## config.mk

```make
export PLATFORM = sky130hd
export DESIGN_NAME = epcs_top
export DESIGN_NICKNAME = d
export VERILOG_FILES = /design/src/rtl/epcs_pkg.sv /design/src/rtl/epcs_clk_div.sv /design/src/rtl/epcs_lock_qual.sv /design/src/rtl/epcs_top.sv
export SDC_FILE = /design/constraint.sdc
export NUM_CORES = 1
export LEC_CHECK = 0
export ABC_AREA = 1
export BUFFER_PORTS_ARGS = -buffer_cell sky130_fd_sc_hd__buf_2
export CORE_MARGIN = 2
export CORE_UTILIZATION = 43
export DETAILED_ROUTE_END_ITERATION = 16
export PLACE_DENSITY = 0.72
export RECOVER_POWER = 25
export SETUP_SLACK_MARGIN = 0.15
export SYNTH_ARGS = -nofsm -noshare
export SYNTH_HDL_FRONTEND = slang
export SYNTH_SLANG_ARGS = --single-unit
```

## constraint.sdc

```tcl
create_clock -name i_mclk -period 8.9 [get_ports i_mclk]
set_input_delay 0 -clock i_mclk [delete_from_list [all_inputs] [get_ports i_mclk]]
set_output_delay 0 -clock i_mclk [all_outputs]
set_load 0.02 [all_outputs]
```

## src/rtl/epcs_pkg.sv

```systemverilog
package epcs_pkg;

   // core clock rate
   localparam int unsigned CLK_MHZ = 250;

   // lock indicators need this long of steady raw lock before rising
   localparam int unsigned LOCK_SETTLE_NS = 64;
   localparam int unsigned LOCK_SETTLE_CYC = (LOCK_SETTLE_NS * CLK_MHZ + 999) / 1000;

   // register byte addresses
   localparam logic [11:0] ADDR_CTRL = 12'h000;
   localparam logic [11:0] ADDR_STATUS = 12'h004;
   localparam logic [11:0] ADDR_RATIO = 12'h008;
   localparam logic [11:0] ADDR_LOSS_CNT = 12'h00C;
   localparam logic [11:0] ADDR_PLL_INFO = 12'h010;

   // status field positions
   localparam int unsigned ST_TX_LOCK = 0;
   localparam int unsigned ST_CDR_LOCK = 1;
   localparam int unsigned ST_TX_LOST = 2;
   localparam int unsigned ST_CDR_LOST = 3;
   localparam int unsigned ST_ASYNC = 4;

   // loss counter field positions
   localparam int unsigned LC_TX_LSB = 0;
   localparam int unsigned LC_CDR_LSB = 8;

   // pll info field positions
   localparam int unsigned PI_OUT830 = 0;
   localparam int unsigned PI_REF_LSB = 4;

   // ratio field positions
   localparam int unsigned RA_REC_LSB = 0;
   localparam int unsigned RA_BY64_LSB = 8;
   localparam int unsigned RA_PLL_LSB = 16;

   // divide ratios
   localparam logic [7:0] RATIO_40GE = 8'h21;
   localparam logic [7:0] RATIO_BASE = 8'h42;
   localparam logic [7:0] RATIO_RS544 = 8'h44;
   localparam logic [7:0] RATIO_BY64 = 8'h40;
   localparam logic [7:0] RATIO_PLL_HALF = 8'h02;

   typedef enum logic [2:0] {
      ETH_10GE = 3'h0,
      ETH_25GE = 3'h1,
      ETH_40GE = 3'h2,
      ETH_50GE = 3'h3,
      ETH_100GE = 3'h4
   } epcs_eth_mode_t;

   typedef enum logic [2:0] {
      FEC_NONE = 3'h0,
      FEC_FIRECODE = 3'h1,
      FEC_RS528 = 3'h2,
      FEC_RS544 = 3'h3,
      FEC_RS272 = 3'h4
   } epcs_fec_mode_t;

   typedef enum logic [2:0] {
      PLL_MODE_805_FROM_156 = 3'h0,
      PLL_MODE_805_FROM_312 = 3'h1,
      PLL_MODE_805_FROM_322 = 3'h2,
      PLL_MODE_830_FROM_156 = 3'h3,
      PLL_MODE_830_FROM_312 = 3'h4
   } epcs_pll_mode_t;

   // reference clock codes reported in pll info
   localparam logic [1:0] REF_156 = 2'h0;
   localparam logic [1:0] REF_312 = 2'h1;
   localparam logic [1:0] REF_322 = 2'h2;

   // control register layout, lsb is eth mode
   typedef struct packed {
      logic rec64_en;
      logic rec_div_en;
      logic tx_div_en;
      logic pll_div_en;
      logic async_en;
      epcs_pll_mode_t pll_mode;
      epcs_fec_mode_t fec_mode;
      epcs_eth_mode_t eth_mode;
   } epcs_ctrl_t;

   localparam int unsigned CTRL_W = 14;
   localparam epcs_ctrl_t CTRL_RST = '{
      rec64_en: 1'b1, rec_div_en: 1'b1, tx_div_en: 1'b1, pll_div_en: 1'b1,
      async_en: 1'b0, pll_mode: PLL_MODE_805_FROM_156, fec_mode: FEC_NONE,
      eth_mode: ETH_25GE};

   // one divided clock: level plus one-cycle edge pulse
   typedef struct packed {
      logic clk;
      logic pulse;
   } epcs_divclk_t;

endpackage : epcs_pkg

```

## src/rtl/epcs_clk_div.sv

```systemverilog
`timescale 1ns/1ps
module epcs_clk_div
   import epcs_pkg::*;
#(
   parameter int unsigned CNT_W = 8
) (
   // clock and reset
   input wire logic i_mclk,
   input wire logic i_rst,
   // control
   input wire logic i_enable,
   input wire logic i_tick,
   input wire logic [CNT_W-1:0] i_ratio,
   // divided clock
   output epcs_divclk_t o_div
);

   initial begin
      if (CNT_W < 2) begin
         $error("epcs_clk_div: CNT_W must be at least 2");
      end
   end

   logic [CNT_W-1:0] cnt_q, cnt_d;
   logic clk_q, clk_d;
   logic pulse_q, pulse_d;

   // count source ticks; a ratio change takes effect at the next tick, wrapping then if the count is already past it
   always_comb begin
      cnt_d = cnt_q;
      pulse_d = 1'b0;
      if (!i_enable) begin
         cnt_d = '0;
      end else if (i_tick) begin
         if (cnt_q >= i_ratio - 1'b1) begin
            cnt_d = '0;
            pulse_d = 1'b1;
         end else begin
            cnt_d = cnt_q + 1'b1;
         end
      end
      // high in first half; odd ratios lean one tick low
      clk_d = i_enable && (cnt_d < (i_ratio >> 1));
   end

   always_ff @(posedge i_mclk or posedge i_rst) begin
      if (i_rst) begin
         cnt_q <= '0;
         clk_q <= 1'b0;
         pulse_q <= 1'b0;
      end else begin
         cnt_q <= cnt_d;
         clk_q <= clk_d;
         pulse_q <= pulse_d;
      end
   end

   assign o_div.clk = clk_q;
   assign o_div.pulse = pulse_q;

endmodule : epcs_clk_div

```

## src/rtl/epcs_lock_qual.sv

```systemverilog
`timescale 1ns/1ps
module epcs_lock_qual
   import epcs_pkg::*;
#(
   parameter int unsigned SETTLE_CYC = LOCK_SETTLE_CYC
) (
   // clock and reset
   input wire logic i_mclk,
   input wire logic i_rst,
   // raw lock from the loop
   input wire logic i_raw_lock,
   // qualified lock
   output logic o_locked,
   output logic o_lost
);

   initial begin
      if (SETTLE_CYC < 1 || SETTLE_CYC > 255) begin
         $error("epcs_lock_qual: SETTLE_CYC must be 1 to 255");
      end
   end

   localparam logic [7:0] SETTLE_LAST = 8'(SETTLE_CYC - 1);

   logic [7:0] cnt_q, cnt_d;
   logic lock_q, lock_d;
   logic lost_q, lost_d;

   // rise only after steady raw lock, fall at once so clients stop early
   always_comb begin
      cnt_d = cnt_q;
      lock_d = lock_q;
      lost_d = 1'b0;
      if (!i_raw_lock) begin
         cnt_d = '0;
         lock_d = 1'b0;
         lost_d = lock_q;
      end else if (!lock_q) begin
         if (cnt_q == SETTLE_LAST) begin
            lock_d = 1'b1;
         end else begin
            cnt_d = cnt_q + 8'h01;
         end
      end
   end

   always_ff @(posedge i_mclk or posedge i_rst) begin
      if (i_rst) begin
         cnt_q <= '0;
         lock_q <= 1'b0;
         lost_q <= 1'b0;
      end else begin
         cnt_q <= cnt_d;
         lock_q <= lock_d;
         lost_q <= lost_d;
      end
   end

   assign o_locked = lock_q;
   assign o_lost = lost_q;

endmodule : epcs_lock_qual

```

## src/rtl/epcs_top.sv

```systemverilog
// Register access over APB and the placing of the registers were decided locally.
`timescale 1ns/1ps
module epcs_top
   import epcs_pkg::*;
#(
   parameter int unsigned SETTLE_CYC = LOCK_SETTLE_CYC
) (
   // clock and reset
   input wire logic i_mclk,
   input wire logic i_rst,
   // apb slave
   input wire logic i_psel,
   input wire logic i_penable,
   input wire logic i_pwrite,
   input wire logic [11:0] i_paddr,
   input wire logic [31:0] i_pwdata,
   input wire logic [3:0] i_pstrb,
   output logic [31:0] o_prdata,
   output logic o_pready,
   output logic o_pslverr,
   // source rate enables, one pulse per unit interval or pll cycle
   input wire logic i_rx_serial_tick,
   input wire logic i_tx_serial_tick,
   input wire logic i_sys_pll_tick,
   // raw lock from serializer pll and clock recovery
   input wire logic i_tx_pll_lock_raw,
   input wire logic i_cdr_lock_raw,
   // divided clocks
   output epcs_divclk_t o_rx_recovered_clock_by64,
   output epcs_divclk_t o_rec_div,
   output epcs_divclk_t o_tx_div,
   output epcs_divclk_t o_pll_half,
   // status and configuration
   output logic o_tx_pll_locked,
   output logic o_cdr_locked,
   output logic o_async_adapter_en,
   output epcs_pll_mode_t o_pll_mode
);

   // divide ratio for the recovered and tx divided clocks
   function automatic logic [7:0] line_ratio(input epcs_eth_mode_t eth,
                                             input epcs_fec_mode_t fec);
      logic [7:0] r;
      r = RATIO_BASE;
      if (fec == FEC_RS544 || fec == FEC_RS272) begin
         r = RATIO_RS544;
      end else if (eth == ETH_40GE && fec == FEC_NONE) begin
         r = RATIO_40GE;
      end
      return r;
   endfunction : line_ratio

   // reference clock implied by a pll mode
   function automatic logic [1:0] pll_ref(input epcs_pll_mode_t m);
      logic [1:0] r;
      r = REF_156;
      if (m == PLL_MODE_805_FROM_312 || m == PLL_MODE_830_FROM_312) begin
         r = REF_312;
      end else if (m == PLL_MODE_805_FROM_322) begin
         r = REF_322;
      end
      return r;
   endfunction : pll_ref

   // legal encodings only; others are refused by the bus
   function automatic logic ctrl_legal(input logic [31:0] w);
      logic ok;
      ok = (w[2:0] <= ETH_100GE) && (w[5:3] <= FEC_RS272) &&
           (w[8:6] <= PLL_MODE_830_FROM_312);
      return ok;
   endfunction : ctrl_legal

   epcs_ctrl_t ctrl_q, ctrl_d;
   logic tx_lost_q, tx_lost_d;
   logic cdr_lost_q, cdr_lost_d;
   logic [7:0] tx_loss_cnt_q, tx_loss_cnt_d;
   logic [7:0] cdr_loss_cnt_q, cdr_loss_cnt_d;
   logic [31:0] rdata_q, rdata_d;
   logic tx_locked;
   logic cdr_locked;
   logic tx_lost_ev;
   logic cdr_lost_ev;
   logic [7:0] ratio;
   logic setup;
   logic access;
   logic wr;
   logic mapped;
   logic wr_refused;
   logic [31:0] status_word;

   // apb phases; the slave never inserts wait states
   assign setup = i_psel && !i_penable;
   assign access = i_psel && i_penable;
   assign mapped = (i_paddr == ADDR_CTRL) || (i_paddr == ADDR_STATUS) ||
                   (i_paddr == ADDR_RATIO) || (i_paddr == ADDR_LOSS_CNT) ||
                   (i_paddr == ADDR_PLL_INFO);
   assign wr_refused = i_pwrite && (i_paddr == ADDR_CTRL) && !ctrl_legal(i_pwdata);
   assign wr = access && i_pwrite && mapped && !wr_refused;
   assign o_pready = access;
   assign o_pslverr = access && (!mapped || wr_refused);

   assign ratio = line_ratio(ctrl_q.eth_mode, ctrl_q.fec_mode);

   // status word seen by software
   always_comb begin
      status_word = '0;
      status_word[ST_TX_LOCK] = tx_locked;
      status_word[ST_CDR_LOCK] = cdr_locked;
      status_word[ST_TX_LOST] = tx_lost_q;
      status_word[ST_CDR_LOST] = cdr_lost_q;
      status_word[ST_ASYNC] = ctrl_q.async_en;
   end

   // register next values; strobes honoured per byte lane, except that a loss counter write clears whatever the strobes
   always_comb begin
      ctrl_d = ctrl_q;
      tx_lost_d = tx_lost_q;
      cdr_lost_d = cdr_lost_q;
      tx_loss_cnt_d = tx_loss_cnt_q;
      cdr_loss_cnt_d = cdr_loss_cnt_q;
      if (wr && i_paddr == ADDR_CTRL) begin
         if (i_pstrb[0]) begin
            ctrl_d[7:0] = i_pwdata[7:0];
         end
         if (i_pstrb[1]) begin
            ctrl_d[CTRL_W-1:8] = i_pwdata[CTRL_W-1:8];
         end
      end
      // write one to clear; a loss in the same cycle keeps the flag set
      if (wr && i_paddr == ADDR_STATUS && i_pstrb[0]) begin
         if (i_pwdata[ST_TX_LOST]) begin
            tx_lost_d = 1'b0;
         end
         if (i_pwdata[ST_CDR_LOST]) begin
            cdr_lost_d = 1'b0;
         end
      end
      if (tx_lost_ev) begin
         tx_lost_d = 1'b1;
      end
      if (cdr_lost_ev) begin
         cdr_lost_d = 1'b1;
      end
      // any write clears the counters, then a fresh loss counts
      if (wr && i_paddr == ADDR_LOSS_CNT) begin
         tx_loss_cnt_d = '0;
         cdr_loss_cnt_d = '0;
      end
      // counters saturate rather than wrap, so a burst is never hidden
      if (tx_lost_ev && tx_loss_cnt_d != 8'hFF) begin
         tx_loss_cnt_d = tx_loss_cnt_d + 8'h01;
      end
      if (cdr_lost_ev && cdr_loss_cnt_d != 8'hFF) begin
         cdr_loss_cnt_d = cdr_loss_cnt_d + 8'h01;
      end
   end

   // read data latched in setup so it comes from a flip-flop in access
   always_comb begin
      rdata_d = rdata_q;
      if (setup) begin
         rdata_d = '0;
         unique case (i_paddr)
            ADDR_CTRL: begin
               rdata_d[CTRL_W-1:0] = ctrl_q;
            end
            ADDR_STATUS: begin
               rdata_d = status_word;
            end
            ADDR_RATIO: begin
               rdata_d[RA_REC_LSB +: 8] = ratio;
               rdata_d[RA_BY64_LSB +: 8] = RATIO_BY64;
               rdata_d[RA_PLL_LSB +: 8] = RATIO_PLL_HALF;
            end
            ADDR_LOSS_CNT: begin
               rdata_d[LC_TX_LSB +: 8] = tx_loss_cnt_q;
               rdata_d[LC_CDR_LSB +: 8] = cdr_loss_cnt_q;
            end
            ADDR_PLL_INFO: begin
               // output 830 MHz for the 830 modes, 805 MHz otherwise
               rdata_d[PI_OUT830] = (ctrl_q.pll_mode == PLL_MODE_830_FROM_156) ||
                                    (ctrl_q.pll_mode == PLL_MODE_830_FROM_312);
               rdata_d[PI_REF_LSB +: 2] = pll_ref(ctrl_q.pll_mode);
            end
            default: begin
               rdata_d = '0;
            end
         endcase
      end
   end

   always_ff @(posedge i_mclk or posedge i_rst) begin
      if (i_rst) begin
         ctrl_q <= CTRL_RST;
         tx_lost_q <= 1'b0;
         cdr_lost_q <= 1'b0;
         tx_loss_cnt_q <= '0;
         cdr_loss_cnt_q <= '0;
         rdata_q <= '0;
      end else begin
         ctrl_q <= ctrl_d;
         tx_lost_q <= tx_lost_d;
         cdr_lost_q <= cdr_lost_d;
         tx_loss_cnt_q <= tx_loss_cnt_d;
         cdr_loss_cnt_q <= cdr_loss_cnt_d;
         rdata_q <= rdata_d;
      end
   end

   assign o_prdata = rdata_q;

   // serializer pll lock qualifier
   epcs_lock_qual #(
      .SETTLE_CYC(SETTLE_CYC)
   ) u_tx_lock (
      .i_mclk(i_mclk),
      .i_rst(i_rst),
      .i_raw_lock(i_tx_pll_lock_raw),
      .o_locked(tx_locked),
      .o_lost(tx_lost_ev)
   );

   // clock recovery lock qualifier
   epcs_lock_qual #(
      .SETTLE_CYC(SETTLE_CYC)
   ) u_cdr_lock (
      .i_mclk(i_mclk),
      .i_rst(i_rst),
      .i_raw_lock(i_cdr_lock_raw),
      .o_locked(cdr_locked),
      .o_lost(cdr_lost_ev)
   );

   assign o_tx_pll_locked = tx_locked;
   assign o_cdr_locked = cdr_locked;

   // recovered clock by 64 from the rx line rate
   epcs_clk_div #(
      .CNT_W(8)
   ) u_by64 (
      .i_mclk(i_mclk),
      .i_rst(i_rst),
      .i_enable(ctrl_q.rec64_en),
      .i_tick(i_rx_serial_tick),
      .i_ratio(RATIO_BY64),
      .o_div(o_rx_recovered_clock_by64)
   );

   // recovered divided clock, ratio set by eth and fec mode
   epcs_clk_div #(
      .CNT_W(8)
   ) u_rec_div (
      .i_mclk(i_mclk),
      .i_rst(i_rst),
      .i_enable(ctrl_q.rec_div_en),
      .i_tick(i_rx_serial_tick),
      .i_ratio(ratio),
      .o_div(o_rec_div)
   );

   // tx divided clock uses the same ratio on the tx line rate
   epcs_clk_div #(
      .CNT_W(8)
   ) u_tx_div (
      .i_mclk(i_mclk),
      .i_rst(i_rst),
      .i_enable(ctrl_q.tx_div_en),
      .i_tick(i_tx_serial_tick),
      .i_ratio(ratio),
      .o_div(o_tx_div)
   );

   // system clock output at half the system pll rate
   epcs_clk_div #(
      .CNT_W(8)
   ) u_pll_half (
      .i_mclk(i_mclk),
      .i_rst(i_rst),
      .i_enable(ctrl_q.pll_div_en),
      .i_tick(i_sys_pll_tick),
      .i_ratio(RATIO_PLL_HALF),
      .o_div(o_pll_half)
   );

   // client clocks need no relation to the system clock once this is set
   assign o_async_adapter_en = ctrl_q.async_en;
   // pll mode picks reference and output frequency outside the block
   assign o_pll_mode = ctrl_q.pll_mode;

endmodule : epcs_top

```

==> results.json, run 1 <==
{
  "htree_num_levels": 3,
  "fmax_mhz": 315,
  "die_area_um2": 15400,
  "finalCritPeriodShare": 0.357,
  "final.setup.tns_ps": 0,
  "crit_path_end_kind": "flip-flop",
  "hold_class": "in -> reg",
  "cpPeakStageDelay_ps": 410,
  "synth_most_common_cell": "nand2_1",
  "yosysTopAreaCell": "dfrtp_1",
  "routed_wl_um": 13900,
  "worst_slack_ps": 5720,
  "ys_top_cells_by_area": "dfrtp_1, nand2_1, inv_1, ha_1, nor2_1",
  "dr_total_vias": 5216,
  "overflow": 0,
  "hold_buffers": 21,
  "nets": 950,
  "cts_tree": "built",
  "critPathSlowestCell": "dfrtp_1",
  "status": "finished, violations left",
  "final_hold_viol_count": 0,
  "syn-cell-area_um2": 6210,
  "numPortBuffers": 70,
  "gp_congestion": 0.884,
  "synth_edf_count": 0,
  "synth-seq-cells": 109,
  "maxCapViolCount": 1,
  "cts_resized": 0,
  "path_class": "reg -> reg",
  "clockBufferDepth": 2,
  "yosys-top-cells-count": "nand2_1, inv_1, dfrtp_1",
  "path_cells": "nor2_1 -> nand4_1 -> inv_1 -> ha_1 -> a31oi_1 -> nand3_1 -> nand2_1 -> nand2_1 -> nor3_1 -> ha_1 -> a211oi_1 -> nand3b_1 -> a21oi_1",
  "finalPower_mw": 1.29,
  "synth_top_area_frac": 0.419,
  "placed_cells": 1012,
  "grt_use_total": 0.190,
  "max_slew_margin": -0.108,
  "antenna_cells": 0,
  "crit_family": "simple AND/OR/NAND/NOR gates",
  "clkTransAtPathRegs_ps": 80,
  "violations": "max-capacitance violations, max-slew violations",
  "synth_area_per_cell_um2": 7.96,
  "ant_nets": 0,
  "first_pass_iters": 6,
  "crit_arrival_ps": 3450,
  "drive_gt1_frac": 0.113,
  "syn_inst": 780,
  "initial_utilization": 0.444,
  "p_leak_nw": 3.65,
  "ys_seq_area_frac": 0.440,
  "fin_worst_skew_ps": 9.65,
  "post_cts_buffers": 0,
  "avgRoutedWirePerCell_um": 13.2,
  "report.final.slew_viol_count": 38,
  "worstSkewPairLatency_ps": 350,
  "die_w_um": 124,
  "tightest_slew_ps": 1650,
  "dieHeight_um": 124,
  "core_area_um2": 14000,
  "worstPathRequired_ps": 9180,
  "path_buf_inv": 1,
  "rows": 43,
  "areaGrowthSynthToFinish_pct": 13.7,
  "layout_min_cycle_time_ps": 3180,
  "ir_drop_v": 0.000118,
  "critPathMaxFanout": 6,
  "antenna_found_initial": 0,
  "synth_flop_cell": "dfrtp_1",
  "grt_pass1_vias": 4754,
  "hold_ws_ps": 2.96,
  "dp_hpwl_um": 10500,
  "grt_first_pass_wirelength_um": 22700,
  "synth.distinct_cells": 45,
  "io_pins": 106,
  "vias_per_cell": 4.97,
  "drt_iter0_markers": 382,
  "fin_cells": 1049,
  "pwr_density_cell_nw_per_um2": 182,
  "drcViolationCount": 0,
  "rsz0062_at_grt": "false",
  "cts_root_buf": "clkbuf_16",
  "numCtsBuffers": 9,
  "dp_slack_ps": 5800,
  "grt_max_degree": 74,
  "async_reset_ff_frac": 1.00,
  "critPathLaunchType": "flip-flop",
  "clock_sinks": 109,
  "synth_warnings": 0,
  "setup_violations": 0
}
[registers in the layout, summed over array words and instances, names as in the netlist, 3 cells and up]
| signal | cells |
|---|---|
| tx_loss_cnt_q | 8 |
| o_pll_mode | 3 |
| u_rec_div.cnt_q | 8 |
| u_tx_lock.cnt_q | 8 |
| cdr_loss_cnt_q | 8 |
| u_pll_half.cnt_q | 8 |
| ctrl_q | 10 |
| u_tx_div.cnt_q | 8 |
| u_by64.cnt_q | 8 |
| o_prdata | 17 |
| u_cdr_lock.cnt_q | 8 |
[metrics by stage]
| step | cell area, µm² | util |
|---|---|---|
| floorplan | 6280 | - |
| global placement | 6600 | 0.472 |
| detailed placement | 6600 | 0.472 |
| CTS | 7090 | 0.507 |
| global route | 7060 | 0.505 |
| finish | 7060 | 0.505 |
[worst register-to-register path, cell delays in order (launching register included)]
cell and delay (ps):
dfrtp_1 410, nor2_1 200, nand4_1 330, inv_1 260, ha_1 280, a31oi_1 170
nand3_1 150, nand2_1 130, nand2_1 130, nor3_1 260, ha_1 300, a211oi_1 240
nand3b_1 110, a21oi_1 130
[metal layers]
metal,routed length (µm),track usage,vias to the layer above
met5,0,0,-
met4,221,0.0548,0
met3,794,0.0504,13
met2,6610,0.316,123
met1,6280,0.244,2429
li1,-,-,2651
[final timing paths]
path | slack [ps] | to | startpoint | cells past startpoint
max | 5720 | u_tx_div.clk_q | ctrl_q[4] | 13
min | 3 | ctrl_q[0] | i_pstrb[0] | 5
max reg2reg | 5720 | u_tx_div.clk_q | ctrl_q[4] | 13
min reg2reg | 480 | u_cdr_lock.cnt_q[5] | u_cdr_lock.cnt_q[5] | 1
max in group asynchronous | 6770 | u_tx_div.cnt_q[2] | i_rst | 4
min in group asynchronous | 580 | u_cdr_lock.cnt_q[0] | i_rst | 3
[power by group]
part / internal, mW / switching, mW
clock network: 0.193 / 0.186
registers: 0.557 / 0.0546
logic: 0.124 / 0.175
[placed cells by master, fill, tap and decap left out, types with 5 or more instances in the layout]
cell type and instances:
inv_1 104, ha_1 28, nor4_1 5, buf_2 49, xnor2_1 9, xor2_1 9
clkbuf_1 22, nand2_1 189, clkbuf_16 9, conb_1 19, o21ai_0 41, nor3_1 14
nor2_1 73, o22ai_1 6, and3_1 5, dlygate4sd3_1 21, nor2_2 5, a21oi_1 33
nand2_2 6, dfrtp_1 104, a211oi_1 5, nand4_1 13, nand3_1 46
[cell families (layout without fill, tap and decap cells)]
logic type / after synthesis / count (layout) / share of synthesized area
AOI/OAI and AO/OA: 103 / 103 / 0.0943
xor gates and xnor gates: 18 / 18 / 0.0254
buffers and inverters: 145 / 217 / 0.109
and+or+nand+nor: 375 / 375 / 0.274
DFF: 109 / 109 / 0.440
other: 2 / 19 / 0.00121
adders and majority gates: 28 / 28 / 0.0564
[area by class of cell]
type | count | area [µm²]
clock buffers | 10 | 229
clock inverters | 6 | 46.3
fillers | 1393 | 6930
inverters | 109 | 420
multi-input cells | 543 | 2870
flip-flops and latches | 109 | 2730
well taps | 180 | 225
repair buffers | 92 | 542
Note: power is estimated with default switching activity, not from simulation.
==> run 2, diff against run 1 <==
==> constraint.sdc (replaced) <==
create_clock -name i_mclk -period 3 [get_ports i_mclk]
set_input_delay 0 -clock i_mclk [delete_from_list [all_inputs] [get_ports i_mclk]]
set_output_delay 0 -clock i_mclk [all_outputs]
set_load 0.02 [all_outputs]
==> results.json, run 2 (synthesized netlist as in run 1, its figures left out) <==
{
  "antenna_found_initial": 0,
  "overflow": 0,
  "cts_root_buf": "clkbuf_16",
  "initial_utilization": 0.444,
  "dp_hpwl_um": 10500,
  "first_pass_iters": 5,
  "antenna_cells": 0,
  "io_pins": 106,
  "ir_drop_v": 0.000337,
  "numCtsBuffers": 9,
  "path_class": "reg -> reg",
  "ant_nets": 0,
  "htree_num_levels": 3,
  "vias_per_cell": 5.00,
  "finalCritPeriodShare": 0.889,
  "final.setup.tns_ps": 0,
  "rsz0062_at_grt": "false",
  "design_area_um2": 7290,
  "grt_pass1_vias": 4982,
  "clkTransAtPathRegs_ps": 70,
  "routed_wl_um": 14200,
  "critPathLaunchType": "flip-flop",
  "layout_min_cycle_time_ps": 2670,
  "die_area_um2": 15400,
  "fmax_mhz": 375,
  "worstPathRequired_ps": 3280,
  "grt_max_degree": 110,
  "areaGrowthSynthToFinish_pct": 17.4,
  "crit_path_end_kind": "flip-flop",
  "drive_gt1_frac": 0.157,
  "die_w_um": 124,
  "worstSkewPairLatency_ps": 360,
  "crit_arrival_ps": 2940,
  "grt_use_total": 0.199,
  "setup_violations": 0,
  "pwr_density_cell_nw_per_um2": 558,
  "core_area_um2": 14000,
  "mostFrequentLayoutCells": "nand2_1, inv_1, dfrtp_1, nor2_1, buf_2",
  "status": "complete, no violations",
  "avgRoutedWirePerCell_um": 13.4,
  "dr_total_vias": 5311,
  "p_leak_nw": 3.80,
  "report.final.slew_viol_count": 0,
  "dieHeight_um": 124,
  "drt_iter0_markers": 355,
  "nets": 964,
  "largest_reg_flops": 17,
  "clockBufferDepth": 2,
  "numPortBuffers": 70,
  "final.fill_count": 1333,
  "critPathMaxFanout": 5,
  "clock_sinks": 109,
  "tightest_slew_ps": 1460,
  "rows": 43,
  "placed_area_um2": 6660,
  "hold_class": "in -> reg",
  "final_hold_viol_count": 0,
  "gp_congestion": 0.932,
  "drcViolationCount": 0,
  "maxCapViolCount": 0,
  "fin_worst_skew_ps": 8.46,
  "grt_first_pass_wirelength_um": 23900,
  "final_common_cell": "nand2_1",
  "max_slew_margin": 0.0259,
  "cts_tree": "built"
}
-- run 2: cell count changes in the layout (fill, tap and decap cells not counted), moves of 2 or more --
cell / change
buf_2: +13
buf_4: +13
bufinv_16: +2
clkbuf_1: -14
clkinv_2: -2
nand2_1: -4
nand2_2: +4
nor2_1: -2
nor2_2: +2
nor3_1: -3
nor3_2: +3
o21ai_0: -2
-- run 2: cell type report --
type	instances	area, µm²	share of cell area
inverter	109	423	0.0580
tap	180	225	0.0309
clock buffer	9	225	0.0309
timing repair buffer	106	663	0.0910
sequential	109	2730	0.375
multi-input combinational	543	2920	0.400
clock inverter	7	105	0.0144
-- run 2: worst paths after layout --
check,start,to,slack (ps),cells after the start
worst max register to register,ctrl_q[0],u_tx_div.clk_q,330,14
min in group asynchronous,i_rst,u_cdr_lock.cnt_q[2],740,4
worst min register to register,u_cdr_lock.cnt_q[5],u_cdr_lock.cnt_q[5],470,1
worst min-delay path,i_pstrb[0],ctrl_q[0],9,5
worst max-delay path,ctrl_q[0],u_tx_div.clk_q,330,14
max in group asynchronous,i_rst,cdr_loss_cnt_q[7],1350,4
-- run 2: metrics by stage --
| step | utilization | hold WS (ps) | worst slack (ps) | power, mW | cells |
|---|---|---|---|---|---|
| 4_1_cts | 0.518 | 4.04 | 169 | 4.09 | 1060 |
| 3_3_place_gp | 0.476 | 215 | 164 | 2.70 | 1017 |
| 3_5_place_dp | 0.476 | 224 | 0.140 | 2.74 | 1017 |
| 6_report | 0.521 | 9.42 | 333 | 4.07 | 1063 |
| 5_1_grt | 0.521 | 16.9 | 127 | 4.35 | 1063 |
| 2_1_floorplan | - | 97.1 | 446 | 2.54 | 797 |
-- run 2: power by group --
part | internal [mW] | total (mW) | switching [mW]
clock | 0.745 | 1.31 | 0.565
combinational | 0.390 | 0.936 | 0.546
sequential | 1.65 | 1.82 | 0.172
total | 2.79 | 4.07 | 1.28
-- run 2: per-layer routing --
| layer | up-vias | global-route usage | part of all wire |
|---|---|---|---|
| met4 | 0 | 0.0646 | 0.022 |
| met1 | 2482 | 0.261 | 0.46 |
| met5 | - | 0 | 0 |
| met2 | 127 | 0.322 | 0.47 |
| li1 | 2684 | - | - |
| met3 | 18 | 0.0513 | 0.046 |
-- run 2: critical path, stage by stage, from the launching register on --
cell      delay [ps]
dfstp_2          550
nor2_1            60
nand4_1           80
buf_4            140
inv_1             80
ha_1             310
a31oi_2          210
nand3_2          130
nand2_2          110
nand2_2           90
nor3_2           140
ha_1             270
a211oi_1         220
nand3b_1         100
a21oi_1          120
-- run 2: timing repair --
action / 4_1_cts / 5_1_grt
setup buffers: 6 / 3
pin swaps: 1 / 1
endpoints found under the setup margin: 2 / 2
hold buffers: 21 / 0
gates resized for setup: 1 / 14
endpoints found under the hold margin: 146 / 0
